<file path="config.mk">
export PLATFORM = sky130hd
export DESIGN_NAME = tpq_reader
export DESIGN_NICKNAME = d
export VERILOG_FILES = /design/src/core/tpq_pkg.sv /design/src/core/tpq_reader.sv
export SDC_FILE = /design/constraint.sdc
export NUM_CORES = 2
export LEC_CHECK = 0
export ABC_CLOCK_PERIOD_IN_PS = 34900
export BUFFER_PORTS_ARGS = -buffer_cell sky130_fd_sc_hd__buf_2
export CAP_MARGIN = 40
export CORE_MARGIN = 1
export CORE_UTILIZATION = 55
export DETAILED_ROUTE_END_ITERATION = 6
export PLACE_DENSITY = 0.75
export SYNTH_ARGS = -nofsm -noshare
export SYNTH_HDL_FRONTEND = slang
export SYNTH_SLANG_ARGS = --single-unit
</file>
<file path="constraint.sdc">
create_clock -name mclk_i -period 34.9 [get_ports mclk_i]
set_input_delay 1.745 -clock mclk_i [delete_from_list [all_inputs] [get_ports mclk_i]]
set_output_delay 1.745 -clock mclk_i [all_outputs]
set_load 0.01 [all_outputs]
</file>
<file path="src/core/tpq_pkg.sv">
// Purpose: constants and types of the transmit pending-queue reader
// Assumes: one 100 MHz clock, classic wishbone register access
// Notes:   register offsets are byte addresses, registers sit in low 16 bits
//
// Contract
// [RULE1] low sixteen entry bits index the first descriptor of a chain
// [RULE2] channel field at bit 16: zero means channel one, all ones channel 256
// [RULE3] priority flag at bit 24 sends chain right after the current packet
// [RULE4] reactivate flag at bit 25 sets channel enable, otherwise unchanged
// [RULE5] host sets reactivate only in first entry after an error
// [RULE6] bits 26 to 31 of a pending entry are ignored
// [RULE7] engine alone moves read pointer, host alone moves write pointer; host can still write the read pointer while stopped
// [RULE8] queue is empty when read pointer equals write pointer
// [RULE9] host treats queue full when read leads write by one, one slot spare
// [RULE10] fetch at base plus read pointer, advance, wrap to zero past end
// [RULE11] no fetch before the transmit master enable is set
// [RULE12] every fetch sets the pending-read status flag
// [RULE13] prefetch FIFO holds sixteen one-dword entries
// [RULE14] control bit 0 selects burst fetch, zero selects single fetch
// [RULE15] burst refill only once FIFO drained, checking write pointer first
// [RULE16] burst fetches what fits, or only what is queued
// [RULE17] nothing queued means wait and retry; burst end advances and flags
// [RULE18] flush bit 1 discards FIFO contents; software clears it again
// [RULE19] control also holds done enable, done flush, done threshold 8..10
// [RULE20] done entries posted per chain or per buffer by channel selection
// [RULE21] end register is an index relative to the base
// [RULE22] base address held as lower and upper word registers
// [RULE23] transmit error clears channel enable and sends an abort
// [RULE24] at most two chains held per channel, rest linked in memory
// [RULE25] pointers and end share dword index units
`default_nettype none

package tpq_pkg;

   // -----------------------------------------------------------------
   // register map, byte addresses
   // -----------------------------------------------------------------
   localparam int unsigned AW_REG        = 12;
   localparam logic [11:0] A_BASE_LO     = 12'h800;
   localparam logic [11:0] A_BASE_HI     = 12'h804;
   localparam logic [11:0] A_END         = 12'h808;
   localparam logic [11:0] A_WPTR        = 12'h80C;
   localparam logic [11:0] A_RPTR        = 12'h810;
   localparam logic [11:0] A_QCTL        = 12'h880;
   localparam logic [11:0] A_MCTL        = 12'h8C0;
   localparam logic [11:0] A_STAT        = 12'h8C4;

   // -----------------------------------------------------------------
   // field positions and reset values
   // -----------------------------------------------------------------
   localparam int unsigned QC_PBURST     = 0;
   localparam int unsigned QC_PFLUSH     = 1;
   localparam int unsigned QC_DBURST     = 2;
   localparam int unsigned QC_DFLUSH     = 3;
   localparam int unsigned QC_THR_LO     = 8;
   localparam int unsigned MC_TXEN       = 0;
   localparam int unsigned ST_PREAD      = 0;
   localparam logic [15:0] QCTL_RST      = 16'h0000;
   localparam logic [15:0] PTR_RST       = 16'h0000;
   localparam logic [15:0] QCTL_MASK     = 16'h070F;
   localparam int unsigned FIFO_DEPTH    = 16;
   localparam int unsigned NUM_CHAN      = 256;

   // -----------------------------------------------------------------
   // types
   // -----------------------------------------------------------------
   typedef enum logic {TPQ_IDLE, TPQ_FETCH} tpq_fsm_t;

   // one pending-queue entry as it lies in memory
   typedef struct packed {
      logic [2:0]  spare;
      logic [2:0]  status;
      logic        channel_reactivate_flag;
      logic        priority_flag;
      logic [7:0]  chan;
      logic [15:0] desc_idx;
   } tpq_entry_t;

   // wishbone classic master request
   typedef struct packed {
      logic        cyc;
      logic        stb;
      logic        we;
      logic [3:0]  sel;
      logic [11:0] adr;
      logic [31:0] dat;
   } tpq_wb_req_t;

endpackage : tpq_pkg

`default_nettype wire

</file>
<file path="src/core/tpq_reader.sv">
// Purpose: transmit pending-queue reader with prefetch FIFO
// Assumes: memory read port answers each held request with a one-cycle ack
// Notes:   channel enables live here; abort and done posting are pulses
//
// Our own choice: the Wishbone register port.
`default_nettype none

module tpq_reader
   import tpq_pkg::*;
#(
   parameter int unsigned DEPTH = FIFO_DEPTH
) (
   // clock and reset
   input  wire logic              mclk_i,
   input  wire logic              reset_i,
   // register bus
   input  wire tpq_wb_req_t       wb_i,
   output logic [31:0]            wb_dat_o,
   output logic                   wb_ack_o,
   // memory read port
   output logic                   mem_req_o,
   output logic [31:0]            mem_addr_o,
   input  wire logic              mem_ack_i,
   input  wire logic [31:0]       mem_rdata_i,
   // entry stream to the scheduler
   output logic                   ent_valid_o,
   output tpq_entry_t             ent_o,
   output logic                   ent_priority_o,
   input  wire logic              ent_ready_i,
   // transmit errors and aborts
   input  wire logic              tx_err_i,
   input  wire logic [7:0]        tx_err_chan_i,
   output logic                   abort_o,
   output logic [7:0]             abort_chan_o,
   // done posting
   input  wire logic              chain_done_i,
   input  wire logic              buffer_done_i,
   input  wire logic              done_sel_i,
   output logic                   done_post_o,
   // status and config
   output logic [NUM_CHAN-1:0]    chan_enable_o,
   output logic                   pending_read_flag_o,
   output logic                   done_burst_enable_o,
   output logic                   done_fifo_flush_o,
   output logic [2:0]             done_threshold_o
);

   localparam int unsigned AW = $clog2(DEPTH);
   localparam logic [AW:0] DEPTH_W = (AW+1)'(DEPTH);

   // -----------------------------------------------------------------
   // state
   // -----------------------------------------------------------------
   typedef struct packed {
      logic [15:0]                base_lo;
      logic [15:0]                base_hi;
      logic [15:0]                qend;
      logic [15:0]                wptr;
      logic [15:0]                rptr;
      logic [15:0]                qctl;
      logic                       tx_en;
      logic                       pread;
      logic [NUM_CHAN-1:0]        chan_en;
      logic [DEPTH-1:0][31:0]     fifo;
      logic [AW:0]                cnt;
      logic [AW-1:0]              head;
      logic [AW-1:0]              tail;
      logic [AW:0]                left;
      tpq_fsm_t                   st;
      logic                       burst;
      logic [31:0]                maddr;
      logic                       ack;
      logic [31:0]                rdat;
      logic                       abort;
      logic [7:0]                 abort_ch;
      logic                       dpost;
   } tpq_state_t;

   tpq_state_t state_ff;
   tpq_state_t nxt_state;

   logic        wb_req;
   logic        pop;
   logic        push;
   logic        flush;
   logic [16:0] avail;
   logic [16:0] qsize;
   logic [15:0] rp_inc;
   logic [15:0] rp_next;
   logic [31:0] base;
   tpq_entry_t  head_ent;

   // byte-lane merge for the 16-bit registers
   function automatic logic [15:0] merge16(input logic [15:0] old,
                                           input logic [31:0] dat,
                                           input logic [3:0]  sel);
      logic [15:0] r;
      r = old;
      if (sel[0]) begin
         r[7:0] = dat[7:0];
      end
      if (sel[1]) begin
         r[15:8] = dat[15:8];
      end
      return r;
   endfunction

   // -----------------------------------------------------------------
   // helpers
   // -----------------------------------------------------------------
   // pointers count dwords, same units as the end index
   assign base    = {state_ff.base_hi, state_ff.base_lo};          // RULE22
   assign rp_inc  = state_ff.rptr + 16'h0001;
   assign rp_next = (rp_inc > state_ff.qend) ? PTR_RST : rp_inc;    // RULE10 RULE21
   assign qsize   = {1'b0, state_ff.qend} + 17'h00001;              // RULE25
   assign flush   = state_ff.qctl[QC_PFLUSH];
   assign wb_req  = wb_i.cyc && wb_i.stb && !state_ff.ack;
   assign pop     = (state_ff.cnt != '0) && ent_ready_i && !flush;
   assign push    = (state_ff.st == TPQ_FETCH) && mem_ack_i;
   assign head_ent = tpq_entry_t'(state_ff.fifo[state_ff.head]);

   // entries queued in memory; equal pointers mean empty
   always_comb begin
      if (state_ff.wptr == state_ff.rptr) begin
         avail = 17'h00000;                                         // RULE8
      end else if (state_ff.wptr > state_ff.rptr) begin
         avail = {1'b0, state_ff.wptr} - {1'b0, state_ff.rptr};
      end else begin
         avail = qsize - {1'b0, state_ff.rptr} + {1'b0, state_ff.wptr};
      end
   end

   // -----------------------------------------------------------------
   // next state
   // -----------------------------------------------------------------
   always_comb begin
      nxt_state       = state_ff;
      nxt_state.ack   = 1'b0;
      nxt_state.abort = 1'b0;
      nxt_state.dpost = 1'b0;

      // register bus: one-cycle registered ack, unmapped reads zero
      if (wb_req) begin
         nxt_state.ack  = 1'b1;
         nxt_state.rdat = 32'h0000_0000;
         case (wb_i.adr)
            A_BASE_LO: nxt_state.rdat[15:0] = state_ff.base_lo;
            A_BASE_HI: nxt_state.rdat[15:0] = state_ff.base_hi;
            A_END:     nxt_state.rdat[15:0] = state_ff.qend;
            A_WPTR:    nxt_state.rdat[15:0] = state_ff.wptr;
            A_RPTR:    nxt_state.rdat[15:0] = state_ff.rptr;
            A_QCTL:    nxt_state.rdat[15:0] = state_ff.qctl;
            A_MCTL:    nxt_state.rdat[MC_TXEN] = state_ff.tx_en;
            A_STAT:    nxt_state.rdat[ST_PREAD] = state_ff.pread;
            default:   nxt_state.rdat = 32'h0000_0000;
         endcase
         if (wb_i.we) begin
            case (wb_i.adr)
               A_BASE_LO: nxt_state.base_lo = merge16(state_ff.base_lo, wb_i.dat, wb_i.sel);
               A_BASE_HI: nxt_state.base_hi = merge16(state_ff.base_hi, wb_i.dat, wb_i.sel);
               A_END:     nxt_state.qend = merge16(state_ff.qend, wb_i.dat, wb_i.sel);
               A_WPTR:    nxt_state.wptr = merge16(state_ff.wptr, wb_i.dat, wb_i.sel);
               A_RPTR: begin
                  // host may seed it only while the engine is stopped
                  if (!state_ff.tx_en) begin                        // RULE7
                     nxt_state.rptr = merge16(state_ff.rptr, wb_i.dat, wb_i.sel);
                  end
               end
               A_QCTL: begin                                        // RULE19
                  nxt_state.qctl = merge16(state_ff.qctl, wb_i.dat, wb_i.sel) & QCTL_MASK;
               end
               A_MCTL: begin
                  if (wb_i.sel[0]) begin
                     nxt_state.tx_en = wb_i.dat[MC_TXEN];
                  end
               end
               A_STAT: begin
                  // write one to clear
                  if (wb_i.sel[0] && wb_i.dat[ST_PREAD]) begin
                     nxt_state.pread = 1'b0;
                  end
               end
               default: ;
            endcase
         end
      end

      // fetch engine
      case (state_ff.st)
         TPQ_IDLE: begin
            // burst waits for a drained FIFO; single keeps one entry
            if (state_ff.tx_en && !flush && state_ff.cnt == '0      // RULE11 RULE15
                && avail != 17'h00000) begin                        // RULE17
               nxt_state.burst = state_ff.qctl[QC_PBURST];          // RULE14
               if (!state_ff.qctl[QC_PBURST]) begin
                  nxt_state.left = (AW+1)'(1);
               end else if (avail >= 17'(DEPTH)) begin               // RULE16
                  nxt_state.left = DEPTH_W;
               end else begin
                  nxt_state.left = avail[AW:0];
               end
               nxt_state.maddr = base + {14'h0000, state_ff.rptr, 2'b00}; // RULE10
               nxt_state.st    = TPQ_FETCH;
            end
         end
         TPQ_FETCH: begin
            if (mem_ack_i) begin
               nxt_state.rptr  = rp_next;                           // RULE10
               nxt_state.maddr = base + {14'h0000, rp_next, 2'b00};
               nxt_state.left  = state_ff.left - (AW+1)'(1);
               if (!state_ff.burst || state_ff.left == (AW+1)'(1)) begin
                  nxt_state.pread = 1'b1;                           // RULE12 RULE17
               end
               if (state_ff.left == (AW+1)'(1)) begin
                  nxt_state.st = TPQ_IDLE;
               end
            end
         end
         default: nxt_state.st = TPQ_IDLE;
      endcase

      // FIFO push and pop; a word landing during flush is dropped
      if (push && !flush) begin
         nxt_state.fifo[state_ff.tail] = mem_rdata_i;               // RULE13
         nxt_state.tail = state_ff.tail + AW'(1);
      end
      if (pop) begin
         nxt_state.head = state_ff.head + AW'(1);
      end
      nxt_state.cnt = state_ff.cnt + (AW+1)'(push && !flush) - (AW+1)'(pop);
      if (flush) begin                                              // RULE18
         nxt_state.cnt  = '0;
         nxt_state.head = '0;
         nxt_state.tail = '0;
      end

      // error takes channel out of service and sends an abort
      if (tx_err_i) begin
         nxt_state.chan_en[tx_err_chan_i] = 1'b0;                   // RULE23
         nxt_state.abort    = 1'b1;
         nxt_state.abort_ch = tx_err_chan_i;
      end
      // reactivation on an accepted entry wins over a same-cycle error
      if (pop && head_ent.channel_reactivate_flag) begin            // RULE4 RULE5
         nxt_state.chan_en[head_ent.chan] = 1'b1;
      end

      // done entry per chain or per buffer
      nxt_state.dpost = done_sel_i ? buffer_done_i : chain_done_i;  // RULE20
   end

   // -----------------------------------------------------------------
   // state register
   // -----------------------------------------------------------------
   always_ff @(posedge mclk_i or posedge reset_i) begin
      if (reset_i) begin
         state_ff       <= '0;
         state_ff.qctl  <= QCTL_RST;
         state_ff.rptr  <= PTR_RST;
         state_ff.wptr  <= PTR_RST;
         state_ff.st    <= TPQ_IDLE;
      end else begin
         state_ff <= nxt_state;
      end
   end

   // -----------------------------------------------------------------
   // outputs
   // -----------------------------------------------------------------
   // the scheduler holds two chains per channel and links the rest
   assign wb_ack_o             = state_ff.ack;
   assign wb_dat_o             = state_ff.rdat;
   assign mem_req_o            = (state_ff.st == TPQ_FETCH);
   assign mem_addr_o           = state_ff.maddr;
   assign ent_valid_o          = (state_ff.cnt != '0) && !flush;    // RULE24
   assign ent_o.spare          = 3'h0;                              // RULE6
   assign ent_o.status         = 3'h0;
   assign ent_o.channel_reactivate_flag = head_ent.channel_reactivate_flag;
   assign ent_o.priority_flag  = head_ent.priority_flag;
   assign ent_o.chan           = head_ent.chan;                     // RULE2
   assign ent_o.desc_idx       = head_ent.desc_idx;                 // RULE1
   assign ent_priority_o       = head_ent.priority_flag;            // RULE3
   assign abort_o              = state_ff.abort;
   assign abort_chan_o         = state_ff.abort_ch;
   assign done_post_o          = state_ff.dpost;
   assign chan_enable_o        = state_ff.chan_en;
   assign pending_read_flag_o  = state_ff.pread;
   assign done_burst_enable_o  = state_ff.qctl[QC_DBURST];
   assign done_fifo_flush_o    = state_ff.qctl[QC_DFLUSH];
   assign done_threshold_o     = state_ff.qctl[QC_THR_LO +: 3];
endmodule : tpq_reader

`default_nettype wire

</file>
# == Word level (Yosys, flattened, before mapping) ==
# Cells that the tools add are included.
# totals
reg_bits,936
out_inout_bits,372
# classes
reduce_logical,37
magnitude_cmp,10
eq_ne,12
n_mux,48
n_addsub,12
n_bitwise,4
# ops
op,n
512-bit bitwise mux,1
256-bit two-way mux,2
256-bit AND,1
256-bit inverter,1
256-bit bitwise OR,1
32-bit binary-select mux with 4-bit select,1
32-bit demux with 4-bit select,1
12-bit equality test (second input constant),8
15-bit case mux with 6 select lines,1
16-bit two-way mux,5
34-bit two-way mux,2
32-bit by 18-bit adder with 32-bit output,2
32-bit two-way mux,2
32-bit case mux with 2 select lines,1
4-bit AND reduction,11
39-bit two-way mux,1
17-bit two-way mux,2
33-bit two-way mux,1
16-bit > comparator,2
26-bit two-way mux,1
8-bit by 9-bit < comparator with 1-bit output (second input constant),2
16-bit by 1-bit adder with 17-bit output (second input constant),1
17-bit by 16-bit adder with 17-bit output,1
17-bit by 5-bit >= comparator with 1-bit output (second input constant),1
other kinds (34),71

# == Logic depth before layout (Yosys ltp) ==
# logic_depth
word_depth,10
mapped_depth,27
mapped_depth_nobuf,26

# == Worst setup path before layout ==
# No wires, ideal clock.
# synth_path
path_kind,reg2reg
start,reg state_ff[881] in the netlist's numbering
end,"reg state_ff, in the netlist mem_addr_o[28]"
arrival_ns,5.363
required_ns,34.776
stages_incl_launch_ff,26
n_path_buf,2
setup_time_ns,0.124
slack_ns,29.413
path_cell_list,dfrtp_1 > inv_1 > nor4_1 > and3_1 > nand3_1 > xnor2_1 > ha_1 > a21o_1 > a21o_1 > a21oi_1 > o21ai_0 > o22ai_1 > clkbuf_1 > and2_1 > ha_1 > a21o_1 > a21o_1 > a21o_1 > o2bb2ai_1 > o41ai_1 > o21a_1 > or2_2 > clkbuf_1 > nor2_1 > a22o_1 > a211o_1
# synth_between
elab_chain_len,8
elab_cells_between_ends,19
classes_between,add/sub: 6; order compare: 2; eq/ne: 2; mux: 6; reduce/logical: 3
# synth_lines
item,line_no,source
"start, declared",tpq_reader.sv:79,tpq_state_t state_ff;
"start signal, assigned",tpq_reader.sv:263,state_ff <= nxt_state;
"parallel branches: the longest is 8 deep, another holds 32-bit by 18-bit adder with 32-bit output",--,
# Several ways; the timed one is not identified. The select of a mux whose other input is x is not followed.
# A chain may end at the register's enable or synchronous reset.

# == Worst setup path after layout ==
# layout_path
start,reg state_ff[881] in the netlist's numbering
end,"reg state_ff, in the netlist mem_addr_o[31]"
# Same word-level chain as after synthesis.

==> reports/qor.csv <==
stage;metric;value;unit
status;status;finished clean;
clock_tree;ctsResizeCount;0;
grt;antenna_found_initial;6;
clock_tree;cts_buffers;88;
placed_design;place_congestion;0.919;
job;drv_cap;0;
detailed_routing;wl_per_cell;24.7;µm
sta;final_max_slew_viol_count;0;
detailed_routing;antenna_left;0;
layout;syn_to_final_growth;9.12;%
synthesis;synth.largest_area_cell;dfrtp_1;
clock_tree;cts_tree;built;
detailed_routing;routed_via_density;6.29;
power;worst_ir_drop_vdd;70.7;µV
sta;worstMarginPinSlew;0.978;ns
clock_tree;htreeDepth;3;
setup_path;cp.arrival;7.41;ns
clock_tree;clkTransAtPathRegs;0.07;ns
setup_path;worstPathMaxFanout;32;
clock_tree;hold_buffers;0;
grt;grt-ovfl-total;0;
setup_path;criticalPathCategory;reg -> reg;
detailed_routing;drc_errors;0;
synthesis;postSynth.asyncResetShare;100;%
setup_path;crit_chain;inv_1 > nor4_1 > and3_1 > nand3_1 > xnor2_1 > ha_1 > a21o_1 > a21o_1 > a21oi_1 > o21ai_0 > o22ai_2 > buf_4 > and2_1 > ha_1 > o21ai_0 > a21boi_0 > o21a_1 > nand3_1 > nand3_1 > a31oi_1 > nand2b_1 > and2_1 > o41a_1 > a311o_1;
sta;rsz0062_at_grt;false;
sta;skew;0.0242;ns
sta;tns;0;ns
synthesis;yosysSeqAreaShare;47.9;%
synthesis;muxShareOfSynthArea;17.5;%
synthesis;syn_avg_cell_area;10.8;µm²
synthesis;synth_xor_area_share;1.32;%
synthesis;synth_top_area_share;47.9;%
placed_design;port_buffers;424;
synthesis;synthesis.area;43900;µm²
worst_hold_path;min_path_type;reg -> reg;
synthesis;synthCells;4050;
power;leakage;22.5;nW
clock_tree;clock_sinks;840;
clock_tree;root_buffer;clkbuf_16;
synthesis;synth_ff_type;dfrtp_1;
setup_path;start_kind;flop;
synthesis;synth_seq_cells;840;
layout;drive_above_1_share;29.2;%
floorplan;die_y;284;µm
setup_path;cp-end-kind;flop;
grt;grt.total_usage;31.1;%
clock_tree;cts_buffer_depth;3;
floorplan;die-area;80900;µm²
setup_path;slowest_stage;dfrtp_1;
floorplan;fp.dieW;284;µm
detailed_routing;drt_pass1_iterations;6;
clock_tree;post_cts_buffers;0;
grt;first_global_vias;31939;
clock_tree;clkLatencyLatePin;0.66;ns
setup_path;worstPathRequired;35.42;ns
synthesis;synth_top_family_by_area;multiplexers;
synthesis;synth-compound-area-share;13.4;%
layout;final_cell_area;47900;µm²
sta;setup_ws;28.01;ns
sta;min_period;6.89;ns
sta;max_slew_margin;34.8;%
placed_design;placed_area;44900;µm²
synthesis;synth_area_leaders;dfrtp_1, mux2_2, o21ai_0;
synthesis;ys_warn_count;0;
sta;timing.fmax;0.145;GHz
setup_path;slowest_delay;0.68;ns
sta;setup_viol;0;
layout;fin_nets;4288;
detailed_routing;wirelength;128000;µm
setup_path;cpMostUsedCell;nand3_1;
synthesis;synth-simple-area-share;7.22;%
synthesis;synth_cell_type_count;78;
placed_design;place_hpwl;87800;µm
power;powerDensity;81.5;nW/µm²
detailed_routing;drtIter0Drc;3387;
floorplan;core;79000;µm²
grt;grt_max_degree;180;
detailed_routing;routed-via-count;32682;
placed_design;pre_cts_ws;28.30;ns
sta;hold_violations;0;
floorplan;start_util;55.6;%
synthesis;synth_edf_count;0;
sta;period_share;19.7;%
floorplan;fp-row-count;103;
synthesis;synthAdderAreaFrac;3.68;%
floorplan;io_pins;471;
grt;grt_pass1_wl;195000;µm
==> Yosys cell counts (26+ instances only) <==
cell,instances
xor2_1,26
a22oi_1,48
nor2_1,127
a221oi_1,43
inv_1,120
ha_1,97
xnor2_1,40
and2_1,29
dfrtp_1,840
a21oi_1,102
clkbuf_1,199
o21ai_0,670
nand3_1,81
mux2i_1,108
buf_4,342
mux2_2,484
mux4_2,52
nand2_1,265
==> path summary, 6_finish.rpt <==
| kind | startpoint | end | slack [ns] | cells after the start |
|---|---|---|---|---|
| setup / recovery | state_ff[881] | mem_addr_o[31] | 28.01 | 24 |
| hold / removal | wb_dat_o[3] | wb_dat_o[3] | 0.48 | 2 |
| setup reg to reg | state_ff[881] | mem_addr_o[31] | 28.01 | 24 |
| hold reg to reg | wb_dat_o[3] | wb_dat_o[3] | 0.48 | 2 |
| max in group asynchronous | reset_i | base[9] | 31.53 | 6 |
| min in group asynchronous | reset_i | state_ff[115] | 1.04 | 2 |
==> layout by cell type (no fill, tap or decap), types with 13 or more instances in the layout <==
cell         n
buf_2      426
a221oi_1    43
a221o_1     15
clkbuf_1    23
ha_1        97
mux4_2      52
a21o_1      22
clkinv_2    13
dfrtp_1    837
nand2_1    265
mux2_2     484
nand3_1     77
xnor2_1     40
nand2b_1    15
o21ai_0    670
a21oi_1    102
conb_1      22
clkbuf_16   90
nand4_1     18
buf_4       29
or2_2       22
fa_1        20
xor2_1      26
and3_1      14
and2_1      30
or3_1       20
inv_1      119
mux2i_1    108
nor3_1      20
clkbuf_8    16
nor2b_1     19
a22oi_1     48
nor2_1     114
==> through the flow <==
stage,utilization [%],hold WS (ns),instances,power (mW)
floorplan,-,0.446,4071,2.53
global placement,56.1,0.463,5002,2.85
detailed placement,56.8,0.467,5032,2.92
CTS,60.6,0.482,5193,3.89
global route,60.6,0.507,5195,4.08
finish,60.6,0.481,5196,3.90
==> critical path: cells and delay by family (launching register included) <==
family,cells,cell delay (ns)
adders and majority gates,2,0.50
xor gates and xnor gates,1,0.25
and+or+nand+nor,8,2.03
buffers and inverters,2,0.54
DFF,1,0.68
AOI/OAI and AO/OA,11,2.74
==> routing by layer <==
layer	wire, µm	track usage, %	part of all wire, %
met5	27	0	0.021
met4	5920	13.7	4.6
met3	10900	6.55	8.5
met2	60200	49.3	47
met1	51200	41.4	40
==> kinds of logic (layout without fill, tap and decap cells) <==
group,after synthesis,after routing
and+or+nand+nor,672,672
adders and majority gates,117,117
muxes,644,644
AOI/OAI and AO/OA,1020,1020
xor gates and xnor gates,66,66
other,1,25
DFF,840,840
buffers and inverters,690,762
==> report_power, final <==
group / switching [mW] / internal, mW
combinational: 0.810 / 0.598
clock: 0.404 / 0.564
sequential: 0.216 / 1.31
total: 1.43 / 2.47
==> area by class of cell <==
type                            instances  area (µm²)
Tap cell                             1050        1310
Clock buffer                          129        2560
Clock inverter                         32         417
Antenna cell                            3        7.51
Timing Repair Buffer                  481        2930
Multi-Input combinational cell       2541       19200
Fill cell                            6232       31100
Sequential cell                       840       21000
Inverter                              120         458
==> flip-flops by register name, indices dropped and copies added (netlist names) <==
| signal | flops |
|---|---|
| abort_chan_o | 8 |
| abort_o | 1 |
| base | 32 |
| chan_enable_o | 256 |
| done_burst_enable_o | 1 |
| done_fifo_flush_o | 1 |
| done_post_o | 1 |
| done_threshold_o | 3 |
| flush | 1 |
| mem_addr_o | 32 |
| mem_req_o | 1 |
| pending_read_flag_o | 1 |
| state_ff | 485 |
| wb_ack_o | 1 |
| wb_dat_o | 16 |
Note: power is estimated with default switching activity, not from simulation.
